==> src/hw/pmfs_pkg.sv <==
// package: constants and carriers for the port measurement function sequencer
package pmfs_pkg;
	// ************************************************************
	// function codes
	// ************************************************************
	localparam logic [3:0] FN_DISABLE  = 4'h0;
	localparam logic [3:0] FN_DISC1    = 4'h1;
	localparam logic [3:0] FN_DISC2    = 4'h2;
	localparam logic [3:0] FN_VSAMPLE  = 4'h3;
	localparam logic [3:0] FN_CLASSIFY = 4'h4;
	localparam logic [3:0] FN_LEGACY   = 4'h5;
	localparam logic [3:0] FN_CURRENT_SAMPLE_FUNCTION  = 4'h6;

	// ************************************************************
	// probe levels applied to the port
	// ************************************************************
	localparam logic [2:0] LVL_OFF    = 3'h0;
	localparam logic [2:0] LVL_DISC1  = 3'h1; // 4.4 V below positive line
	localparam logic [2:0] LVL_DISC2  = 3'h2; // 8.8 V below positive line
	localparam logic [2:0] LVL_CLASS  = 3'h3; // 17.5 V regulated
	localparam logic [2:0] LVL_LEGACY = 3'h4; // 3.5 mA source, 20 V clamp

	// ************************************************************
	// register map
	// ************************************************************
	localparam logic [3:0] ADDR_FUNC   = 4'h0;
	localparam logic [3:0] ADDR_STATUS = 4'h1;
	localparam logic [3:0] ADDR_DISC_I = 4'h2;
	localparam logic [3:0] ADDR_PORT_I = 4'h3;
	localparam logic [3:0] ADDR_VOLT   = 4'h4;
	localparam int         ADC_W       = 15;
	localparam logic [ADC_W-1:0] RESULT_RST = 15'h0000;

	// ************************************************************
	// timing
	// ************************************************************
	localparam int CLK_MHZ     = 125;
	localparam int SETTLE_US   = 5000;
	localparam int INTEG_US    = 18000;
	localparam int PRECH_US    = 500;
	localparam int DISCH_US    = 1000;
	localparam int SETTLE_CYC  = SETTLE_US * CLK_MHZ;
	localparam int INTEG_CYC   = INTEG_US * CLK_MHZ;
	localparam int PRECH_CYC   = PRECH_US * CLK_MHZ;
	localparam int DISCH_CYC   = DISCH_US * CLK_MHZ;
	localparam int CNT_W       = 24;

	typedef enum logic [2:0] {
		ST_IDLE   = 3'b000,
		ST_SETTLE = 3'b001,
		ST_PRECH  = 3'b010,
		ST_CHARGE = 3'b011,
		ST_COARSE = 3'b100,
		ST_FINE   = 3'b101,
		ST_STORE  = 3'b110
	} pmfs_state_t;

	typedef struct packed {
		logic       busy;
		logic       done;
		logic [2:0] phase;
		logic [2:0] level;
	} pmfs_stat_t;
endpackage : pmfs_pkg

==> src/hw/pmfs_adc.sv <==
// integrating converter sequencer: precharge, charge, coarse and fine phases
`timescale 1ns/1ps
`default_nettype none
module pmfs_adc #(
	parameter int PRECH = pmfs_pkg::PRECH_CYC,
	parameter int INTEG = pmfs_pkg::INTEG_CYC,
	parameter int DISCH = pmfs_pkg::DISCH_CYC
) (
	input  wire logic                      CLK,
	input  wire logic                      RST,
	input  wire logic                      start,
	input  wire logic                      abort,
	input  wire logic                      sample,
	output logic [pmfs_pkg::ADC_W-1:0]     result,
	output logic                           done,
	output pmfs_pkg::pmfs_state_t          phase
);
	import pmfs_pkg::*;

	logic [CNT_W-1:0] cnt_reg;
	logic [ADC_W-1:0] acc_reg;
	logic             last;

	assign last = (cnt_reg == '0);

	// phases always run in this fixed order
	always_ff @(posedge CLK or posedge RST) begin
		if (RST) begin
			phase   <= ST_IDLE;
			cnt_reg <= '0;
			done    <= 1'b0;
		end else begin
			done <= 1'b0;
			if (abort) begin
				phase <= ST_IDLE;
			end else begin
				if (!last)
					cnt_reg <= cnt_reg - 1'b1;
				unique case (phase)
					ST_IDLE: if (start) begin
						phase   <= ST_PRECH;
						cnt_reg <= CNT_W'(PRECH - 1);
					end
					ST_PRECH: if (last) begin
						phase   <= ST_CHARGE;
						cnt_reg <= CNT_W'(INTEG - 1);
					end
					ST_CHARGE: if (last) begin
						phase   <= ST_COARSE;
						cnt_reg <= CNT_W'(DISCH - 1);
					end
					ST_COARSE: if (last) begin
						phase   <= ST_FINE;
						cnt_reg <= CNT_W'(DISCH - 1);
					end
					ST_FINE: if (last) begin
						phase <= ST_IDLE;
						done  <= 1'b1;
					end
					default: phase <= ST_IDLE;
				endcase
			end
		end
	end

	// counts accumulate only while charging the integrator
	always_ff @(posedge CLK or posedge RST) begin
		if (RST)
			acc_reg <= RESULT_RST;
		else if (start && phase == ST_IDLE)
			acc_reg <= RESULT_RST;
		else if (phase == ST_CHARGE && sample && acc_reg != '1)
			acc_reg <= acc_reg + 1'b1;
	end

	always_ff @(posedge CLK or posedge RST) begin
		if (RST)
			result <= RESULT_RST;
		else if (phase == ST_FINE && last)
			result <= acc_reg;
	end
endmodule : pmfs_adc
`default_nettype wire

==> src/hw/pmfs_top.sv <==
// per-port measurement function sequencer for host-managed mode
//
// Local design decisions: the address map and the strobed register port.
`timescale 1ns/1ps
`default_nettype none
module pmfs_top #(
	parameter int SETTLE = pmfs_pkg::SETTLE_CYC,
	parameter int PRECH  = pmfs_pkg::PRECH_CYC,
	parameter int INTEG  = pmfs_pkg::INTEG_CYC,
	parameter int DISCH  = pmfs_pkg::DISCH_CYC
) (
	input  wire logic                          CLK,
	input  wire logic                          RST,
	input  wire logic [3:0]                    ADDR,
	input  wire logic [15:0]                   WDATA,
	input  wire logic                          WR,
	input  wire logic                          RD,
	output logic [15:0]                        RDATA,
	input  wire logic                          ADC_PULSE,
	output logic [2:0]                         PROBE_LEVEL,
	output logic                               CLAMP_20V,
	output logic                               DONE
);
	import pmfs_pkg::*;

	// ************************************************************
	// state
	// ************************************************************
	pmfs_state_t      state_reg;
	pmfs_state_t      adc_phase;
	logic [3:0]       func_reg;
	logic [CNT_W-1:0] settle_reg;
	logic [ADC_W-1:0] disc_i_reg;
	logic [ADC_W-1:0] port_i_reg;
	logic [ADC_W-1:0] volt_reg;
	logic [ADC_W-1:0] adc_result;
	logic             adc_done;
	logic             adc_start;
	logic             call;
	logic             measuring;
	logic             pulse_s1;
	logic             pulse_s2;
	pmfs_stat_t       stat;

	// comparator output from the analog side is asynchronous
	always_ff @(posedge CLK or posedge RST) begin
		if (RST) begin
			pulse_s1 <= 1'b0;
			pulse_s2 <= 1'b0;
		end else begin
			pulse_s1 <= ADC_PULSE;
			pulse_s2 <= pulse_s1;
		end
	end

	assign call = WR && ADDR == ADDR_FUNC;
	assign measuring = WDATA[3:0] == FN_DISC1 || WDATA[3:0] == FN_DISC2
		|| WDATA[3:0] == FN_CLASSIFY || WDATA[3:0] == FN_LEGACY
		|| WDATA[3:0] == FN_CURRENT_SAMPLE_FUNCTION || WDATA[3:0] == FN_VSAMPLE;
	assign adc_start = state_reg == ST_SETTLE && settle_reg == '0;

	// ************************************************************
	// converter
	// ************************************************************
	pmfs_adc #(
		.PRECH (PRECH),
		.INTEG (INTEG),
		.DISCH (DISCH)
	) u_adc (
		.CLK    (CLK),
		.RST    (RST),
		.start  (adc_start),
		.abort  (call),
		.sample (pulse_s2),
		.result (adc_result),
		.done   (adc_done),
		.phase  (adc_phase)
	);

	// ************************************************************
	// function sequencer
	// ************************************************************
	always_ff @(posedge CLK or posedge RST) begin
		if (RST) begin
			state_reg  <= ST_IDLE;
			func_reg   <= FN_DISABLE;
			settle_reg <= '0;
		end else if (call) begin
			// a new call aborts whatever is running
			func_reg <= WDATA[3:0];
			if (measuring) begin
				state_reg  <= ST_SETTLE;
				settle_reg <= CNT_W'(SETTLE - 1);
			end else begin
				state_reg <= ST_IDLE;
			end
		end else begin
			unique case (state_reg)
				ST_SETTLE: begin
					if (settle_reg != '0)
						settle_reg <= settle_reg - 1'b1;
					else
						state_reg <= ST_CHARGE;
				end
				ST_CHARGE: if (adc_done)
					state_reg <= ST_STORE;
				ST_STORE: state_reg <= ST_IDLE;
				ST_IDLE: state_reg <= ST_IDLE;
				default: state_reg <= ST_IDLE;
			endcase
		end
	end

	// ************************************************************
	// probe level: held after measuring until next call
	// ************************************************************
	always_ff @(posedge CLK or posedge RST) begin
		if (RST) begin
			PROBE_LEVEL <= LVL_OFF;
			CLAMP_20V   <= 1'b0;
		end else if (call) begin
			CLAMP_20V <= WDATA[3:0] == FN_LEGACY;
			unique case (WDATA[3:0])
				FN_DISC1:    PROBE_LEVEL <= LVL_DISC1;
				FN_DISC2:    PROBE_LEVEL <= LVL_DISC2;
				FN_CLASSIFY: PROBE_LEVEL <= LVL_CLASS;
				FN_LEGACY:   PROBE_LEVEL <= LVL_LEGACY;
				default:     PROBE_LEVEL <= LVL_OFF;
			endcase
		end
	end

	// ************************************************************
	// result registers: overwritten only by their own functions
	// ************************************************************
	always_ff @(posedge CLK or posedge RST) begin
		if (RST) begin
			disc_i_reg <= RESULT_RST;
			port_i_reg <= RESULT_RST;
			volt_reg   <= RESULT_RST;
		end else if (state_reg == ST_CHARGE && adc_done) begin
			unique case (func_reg)
				FN_DISC1, FN_DISC2:
					disc_i_reg <= adc_result;
				FN_CLASSIFY, FN_CURRENT_SAMPLE_FUNCTION:
					port_i_reg <= adc_result;
				FN_LEGACY, FN_VSAMPLE:
					volt_reg <= adc_result;
				default: ;
			endcase
		end
	end

	// done follows the stored result by one cycle
	always_ff @(posedge CLK or posedge RST) begin
		if (RST)
			DONE <= 1'b0;
		else if (call)
			DONE <= !measuring;
		else if (state_reg == ST_STORE)
			DONE <= 1'b1;
	end

	// ************************************************************
	// register read port
	// ************************************************************
	assign stat = '{busy: state_reg != ST_IDLE, done: DONE,
		phase: adc_phase, level: PROBE_LEVEL};

	always_ff @(posedge CLK or posedge RST) begin
		if (RST)
			RDATA <= 16'h0000;
		else if (RD) begin
			unique case (ADDR)
				ADDR_FUNC:   RDATA <= {12'h000, func_reg};
				ADDR_STATUS: RDATA <= {8'h00, stat};
				ADDR_DISC_I: RDATA <= {1'b0, disc_i_reg};
				ADDR_PORT_I: RDATA <= {1'b0, port_i_reg};
				ADDR_VOLT:   RDATA <= {1'b0, volt_reg};
				default:     RDATA <= 16'h0000;
			endcase
		end else
			RDATA <= 16'h0000;
	end

	// ************************************************************
	// checks
	// ************************************************************
	done_after_store_a: assert property (@(posedge CLK) disable iff (RST)
		state_reg == ST_STORE && !call |=> DONE)
		else $error("done not set after store");
	done_clear_a: assert property (@(posedge CLK) disable iff (RST)
		call && measuring |=> !DONE)
		else $error("done not cleared on call");
	disable_done_a: assert property (@(posedge CLK) disable iff (RST)
		call && WDATA[3:0] == FN_DISABLE |=> DONE && PROBE_LEVEL == LVL_OFF)
		else $error("disable did not finish");
	disc1_level_a: assert property (@(posedge CLK) disable iff (RST)
		call && WDATA[3:0] == FN_DISC1 |=> PROBE_LEVEL == LVL_DISC1)
		else $error("disc1 level wrong");
	level_hold_a: assert property (@(posedge CLK) disable iff (RST)
		!call |=> $stable(PROBE_LEVEL))
		else $error("level moved without call");
	disc_keep_a: assert property (@(posedge CLK) disable iff (RST)
		!(state_reg == ST_CHARGE && adc_done && (func_reg == FN_DISC1
		|| func_reg == FN_DISC2)) |=> $stable(disc_i_reg))
		else $error("discovery result changed");
	port_keep_a: assert property (@(posedge CLK) disable iff (RST)
		!(state_reg == ST_CHARGE && adc_done) |=> $stable(port_i_reg))
		else $error("port current changed");
	clamp_legacy_a: assert property (@(posedge CLK) disable iff (RST)
		PROBE_LEVEL == LVL_LEGACY |-> CLAMP_20V)
		else $error("legacy without clamp");
endmodule : pmfs_top
`default_nettype wire

==> config.mk <==
export PLATFORM = sky130hd
export DESIGN_NAME = pmfs_top
export DESIGN_NICKNAME = d
export VERILOG_FILES = /design/src/hw/pmfs_pkg.sv /design/src/hw/pmfs_adc.sv /design/src/hw/pmfs_top.sv
export SDC_FILE = /design/constraint.sdc
export NUM_CORES = 1
export LEC_CHECK = 0
export BUFFER_PORTS_ARGS = -buffer_cell sky130_fd_sc_hd__clkbuf_2
export CORE_ASPECT_RATIO = 1.75
export CORE_UTILIZATION = 47
export DETAILED_ROUTE_END_ITERATION = 7
export SLEW_MARGIN = 10
export SYNTH_ARGS = -nofsm -noshare
export SYNTH_HDL_FRONTEND = slang
export SYNTH_SLANG_ARGS = --single-unit
==> constraint.sdc <==
create_clock -name CLK -period 5.9 [get_ports CLK]
set_clock_uncertainty 0.2 [all_clocks]
set_input_delay 0.295 -clock CLK [delete_from_list [all_inputs] [get_ports CLK]]
set_output_delay 0.295 -clock CLK [all_outputs]
set_load 0.005 [all_outputs]
Word-level counts from Yosys, hierarchy flattened
Cells that the tools add are included.
{"block": "totals", "register_bits": 157, "latchBits": 0, "ramBits": 0, "mem_bits_ro": 0, "in_bits": 25, "output_inout_bits": 21, "word_cells": 116, "n_memories": 0}
{"block": "classes", "add_sub_neg": 3, "multipliers": 0, "div_mod_pow": 0, "magnitude_cmp": 0, "eq_ne": 32, "shift": 0, "n_mux": 31, "bitwise_logic": 0, "n_reduce_logical": 33}
{"cell": "24-bit two-way mux", "n": 8}
{"cell": "15-bit one-hot mux with 5 select lines", "n": 1}
{"cell": "24-bit one-hot mux with 3 select lines", "n": 1}
{"cell": "24-bit logical NOT", "n": 2}
{"cell": "24-bit by 1-bit subtractor with 24-bit output (second input constant)", "n": 2}
{"cell": "15-bit two-way mux", "n": 2}
{"cell": "4-bit by 3-bit equality test with 1-bit output (second input constant)", "n": 7}
{"cell": "3-bit two-way mux", "n": 9}
{"cell": "4-bit by 2-bit equality test with 1-bit output (second input constant)", "n": 6}
{"cell": "24-bit nonzero test", "n": 1}
{"cell": "3-bit by 2-bit != test with 1-bit output (second input constant)", "n": 6}
{"cell": "16-bit two-way mux", "n": 1}
{"cell": "15-bit by 1-bit adder with 15-bit output (second input constant)", "n": 1}
{"cell": "15-bit != test (second input constant)", "n": 1}
{"cell": "3-bit one-hot mux with 5 select lines", "n": 1}
{"cell": "4-bit by 1-bit equality test with 1-bit output (second input constant)", "n": 3}
{"cell": "3-bit one-hot mux with 4 select lines", "n": 1}
{"cell": "3-bit by 2-bit equality test with 1-bit output (second input constant)", "n": 3}
{"cell": "3-bit equality test (second input constant)", "n": 3}
{"cell": "2-bit AND reduction", "n": 4}
{"cell": "2-bit nonzero test", "n": 4}
{"cell": "2-bit OR reduction", "n": 4}
{"cell": "1-bit logical AND", "n": 7}
{"cell": "1-bit two-way mux", "n": 6}
{"cell": "other kinds (11)", "n": 15}

Logic depth before layout (Yosys ltp)
{"block": "logic_depth", "depth_word": 8, "mapped_depth": 10, "depth_no_buf": 10}

By module
A second synthesis with hierarchy kept.
{"block": "unflattened", "cells_unflattened": 682, "hier_area_um2": 7554.7}
{"mod": "pmfs_top", "n_inst": 1, "cells_each": 348, "area_each_um2": 4349.2, "seq_area_each_um2": 2452.4}
{"mod": "pmfs_adc", "n_inst": 1, "cells_each": 334, "area_each_um2": 3205.6, "seq_area_each_um2": 1451.4}

Least setup slack after synthesis
Ideal clock, no wire load.
{"block": "synth_path", "kind": "reg-to-reg", "start": "register u_adc.cnt_reg[0]", "end": "register u_adc.cnt_reg[0]", "setup_ps": 138, "arrival_ps": 2419, "required_ps": 5562, "setup_slack_ps": 3143, "stages_incl_launch_ff": 10, "n_path_buf": 0, "synth_period_minus_slack_ps": 2757, "path_cell_list": "dfrtp_1 inv_1 ha_1 or4b_4 nor4_1 and2_1 inv_1 ha_1 a2111oi_0 a21oi_1"}
{"block": "synth_via", "elab_chain_len": 4, "word_cells_on_any_way": 7, "cone_classes": "1 x add/sub; 5 x mux; 1 x reduce/logical"}
{"item": "from (decl)", "line": "pmfs_adc.sv:20", "source": "logic [CNT_W-1:0] cnt_reg;"}
{"item": "from (signal assigned)", "line": "pmfs_adc.sv:38", "source": "cnt_reg <= cnt_reg - 1'b1;"}
{"item": "from (signal assigned)", "line": "pmfs_adc.sv:42", "source": "cnt_reg <= CNT_W'(PRECH - 1);"}
{"item": "from (signal assigned)", "line": "pmfs_adc.sv:46", "source": "cnt_reg <= CNT_W'(INTEG - 1);"}
{"item": "24-bit by 1-bit subtractor with 24-bit output or 24-bit logical NOT (tied branches)", "line": "pmfs_adc.sv:38, pmfs_adc.sv:24"}
{"item": "24-bit two-way mux", "line": "pmfs_adc.sv:37", "source": "if (!last)"}
{"item": "24-bit two-way mux, on equally long branches"}
{"item": "24-bit one-hot mux with 3 select lines (*)", "line": "pmfs_adc.sv:39", "source": "unique case (phase)"}
Every way passes the cells marked *; elsewhere a longest branch is shown, timed or not.
A chain may end at the register's enable or synchronous reset.

Worst setup path after layout
{"block": "layout_path", "start": "register settle_reg[0]", "end": "register u_adc.cnt_reg[19]"}
{"block": "layout_via", "elab_chain_len": 4}
{"item": "from (decl)", "line": "pmfs_top.sv:32", "source": "logic [CNT_W-1:0] settle_reg;"}
{"item": "from (signal assigned)", "line": "pmfs_top.sv:93", "source": "settle_reg <= CNT_W'(SETTLE - 1);"}
{"item": "from (signal assigned)", "line": "pmfs_top.sv:101", "source": "settle_reg <= settle_reg - 1'b1;"}
{"item": "24-bit logical NOT", "line": "pmfs_top.sv:60", "source": "assign adc_start = state_reg == ST_SETTLE && settle_reg == '0;"}
{"item": "1-bit logical AND", "line": "pmfs_top.sv:60"}
{"item": "24-bit two-way mux", "line": "pmfs_adc.sv:40", "source": "ST_IDLE: if (start) begin"}
{"item": "24-bit one-hot mux with 3 select lines", "line": "pmfs_adc.sv:39"}
No other way between the ends.

==> flow_summary.toml <==
[yosys]
synth_top_family_by_area = "simple AND/OR/NAND/NOR gates"
syn_inst = 693
synth_mux_area_share_pct = 9.78
synth_top_area_share_pct = 51.8
synth_seq_cells = 155
postSynthNetCount = 723
synth_fa_ha_area_share_pct = 0.836
synth_common_cells = "155 x dfrtp_1, 62 x nor2_1, 60 x nand2_1, 53 x mux2_2, 33 x a21oi_1"
yosysMostFrequentCell = "dfrtp_1"
yosys.area_share.simple_pct = 19.6
synth_area_per_cell_um2 = 10.8
synth_top_cell_by_area = "dfrtp_1"
synth_cell_types = 69
ys_warn_count = 0
ys.flop_type = "dfrtp_1"
synthesis.area_um2 = 7490
synth_area_leaders = "dfrtp_1 52%, mux2_2 8.0%, nor2_1 3.1%, nand2_1 3.0%, xor2_1 2.7%"
synth_edf_count = 0
synth_compound_area_share_pct = 11.3
async_reset_ff_share_pct = 100
yosysSeqAreaShare_pct = 51.8
synthXorXnorAreaFrac_pct = 3.63

[timing]
setup_slack_ps = 2550
setup_violations = 0
report.final.slew_viol_count = 0
max_freq_mhz = 298
hold_violations = 0
layout_min_cycle_time_ps = 3350
slew_headroom_pct = 26.4
tightest_slew_ps = 1100
rsz0062_at_grt = "no"
totalNegativeSetupSlack_ps = 0
period_share_pct = 56.8

[power]
switching_share_pct = 30.9
combPwrFrac_pct = 15.0
power_per_cell_area_nw_per_um2 = 327
p_sw_uw = 849
ir_drop_mv = 0.229
power.share.clock_pct = 36.8
internal_power_mw = 1.90
p_seq_share_pct = 48.2
p_leak_nw = 3.89

[placed_design]
dp_hpwl_um = 11800
gp_congestion = 0.870
portBuffers = 32
dpl_cell_area_um2 = 7780
place_ws_ps = 2610

[cts]
clk_pin_slew_worst_paths_ps = 60
numClockSinks = 155
cts_tree = "built"
root_buffer = "clkbuf_16"
htreeDepth = 4
clkLatencyLatePin_ps = 430
cts_buffers = 17
max-clock-path-buffers = 2

[global_routing]
grt_pass1_wl_um = 29200
grt_max_degree = 83
grt_pass1_vias = 5824
gr-usage-all-layers_pct = 22.2
grt_overflow = 0
antenna_found_initial = 0

[worst_setup_path]
endpoint_kind = "flop"
start_kind = "flop"
arrival_ps = 3450
criticalPathCategory = "flop to flop"
cp_max_fo = 10
crit_required_ps = 6000

[floorplanning]
initial_core_util_pct = 48.4
die_area_um2 = 16500
die_h_um = 169
core-area_um2 = 15500
die-width_um = 97.4
io_pins = 46
rows = 60

[detailed_routing]
wire_per_inst_um = 18.9
final_antenna_net_count = 0
drt_iter0_drc = 308
dr.pass1.iters = 7
routed_wl_um = 17400
vias_per_cell = 6.00
route.vias.total = 5529
drc = 0

[finish]
fin_nets = 753
drive_gt1_share_pct = 21.0
final_cell_area_um2 = 8410
num_antenna_cells = 0
syn_to_final_growth_pct = 12.3
fillCellCount = 1382
utilization_pct = 54.4

[run_status]
status = "complete, no violations"

[flow_run]
maxCapViolCount = 0

[min_path]
worst_hold_path_type = "flop to flop"
[worst paths after layout]
path	start	end	slack (ps)	cells after the start
max in group asynchronous	RST	disc_i_reg[4]	3730	4
worst max register to register	settle_reg[0]	u_adc.cnt_reg[19]	2550	8
worst min-delay path	pulse_s1	pulse_s2	160	0
min in group asynchronous	RST	RDATA[12]	360	3
worst min register to register	pulse_s1	pulse_s2	160	0
worst max-delay path	settle_reg[0]	u_adc.cnt_reg[19]	2550	8
[placed cells by master, fill, tap and decap left out, drive strengths merged, types with 16 or more instances in the layout]
cell,instances
a21oi,33
inv,16
o21ai,19
clkbuf,50
nor4,17
nand3,19
dfrtp,155
xor2,23
nor3,24
nor2,62
mux2,60
nand2,61
[through the flow]
step / std cells / power [mW] / hold WS, ps
finish: 921 / 2.75 / 158
global route: 921 / 2.88 / 161
CTS: 921 / 2.77 / 159
detailed placement: 882 / 1.75 / 145
global placement: 882 / 1.73 / 135
floorplan: 693 / 1.63 / 126
[layout make-up]
type	instances	area [um2]	area share [%]
multi-input combinational	489	3400	40.4
tap	186	233	2.77
clock inverter	13	113	1.34
sequential	155	3880	46.1
clock buffer	18	429	5.10
inverter	11	46.3	0.551
timing repair buffer	49	308	3.66
[timing repair]
action                                 in CTS  in global routing
endpoints found under the hold margin      89                  0
buffers inserted                            0                  0
hold buffers                                8                  0
gates resized for setup                     0                  0
[power groups by stage]
stage | Clock (mW) | Combinational (mW) | Sequential (mW)
after detailed placement | 0 | 0.409 | 1.34
after global routing | 1.08 | 0.462 | 1.34
after CTS | 1.04 | 0.415 | 1.32
after floorplan | 0 | 0.328 | 1.30
final | 1.01 | 0.412 | 1.32
after global placement | 0 | 0.397 | 1.33
[routing by layer]
metal / global-route usage, % / vias up / share of wire (%)
met4: 8.95 / 0 / 1.8
li1: - / 2611 / -
met1: 24.9 / 2797 / 40
met2: 42.0 / 98 / 56
met5: 0 / - / 0
met3: 2.85 / 23 / 2.3
[worst max-delay path, stage by stage (launching register included)]
cell,delay [ps]
dfrtp_1,410
inv_1,70
ha_1,360
nor3b_1,230
nand4_1,230
or4_1,820
o211ai_1,480
nor4_1,100
a211o_2,320
[cell families after synthesis]
| group | Yosys count |
|---|---|
| and+or+nand+nor | 267 |
| AOI/OAI and AO/OA | 122 |
| buffers and inverters | 49 |
| other | 1 |
| DFF | 155 |
| xor gates and xnor gates | 31 |
| adders and majority gates | 5 |
| muxes | 63 |
Power figures use the tool's default switching activity.
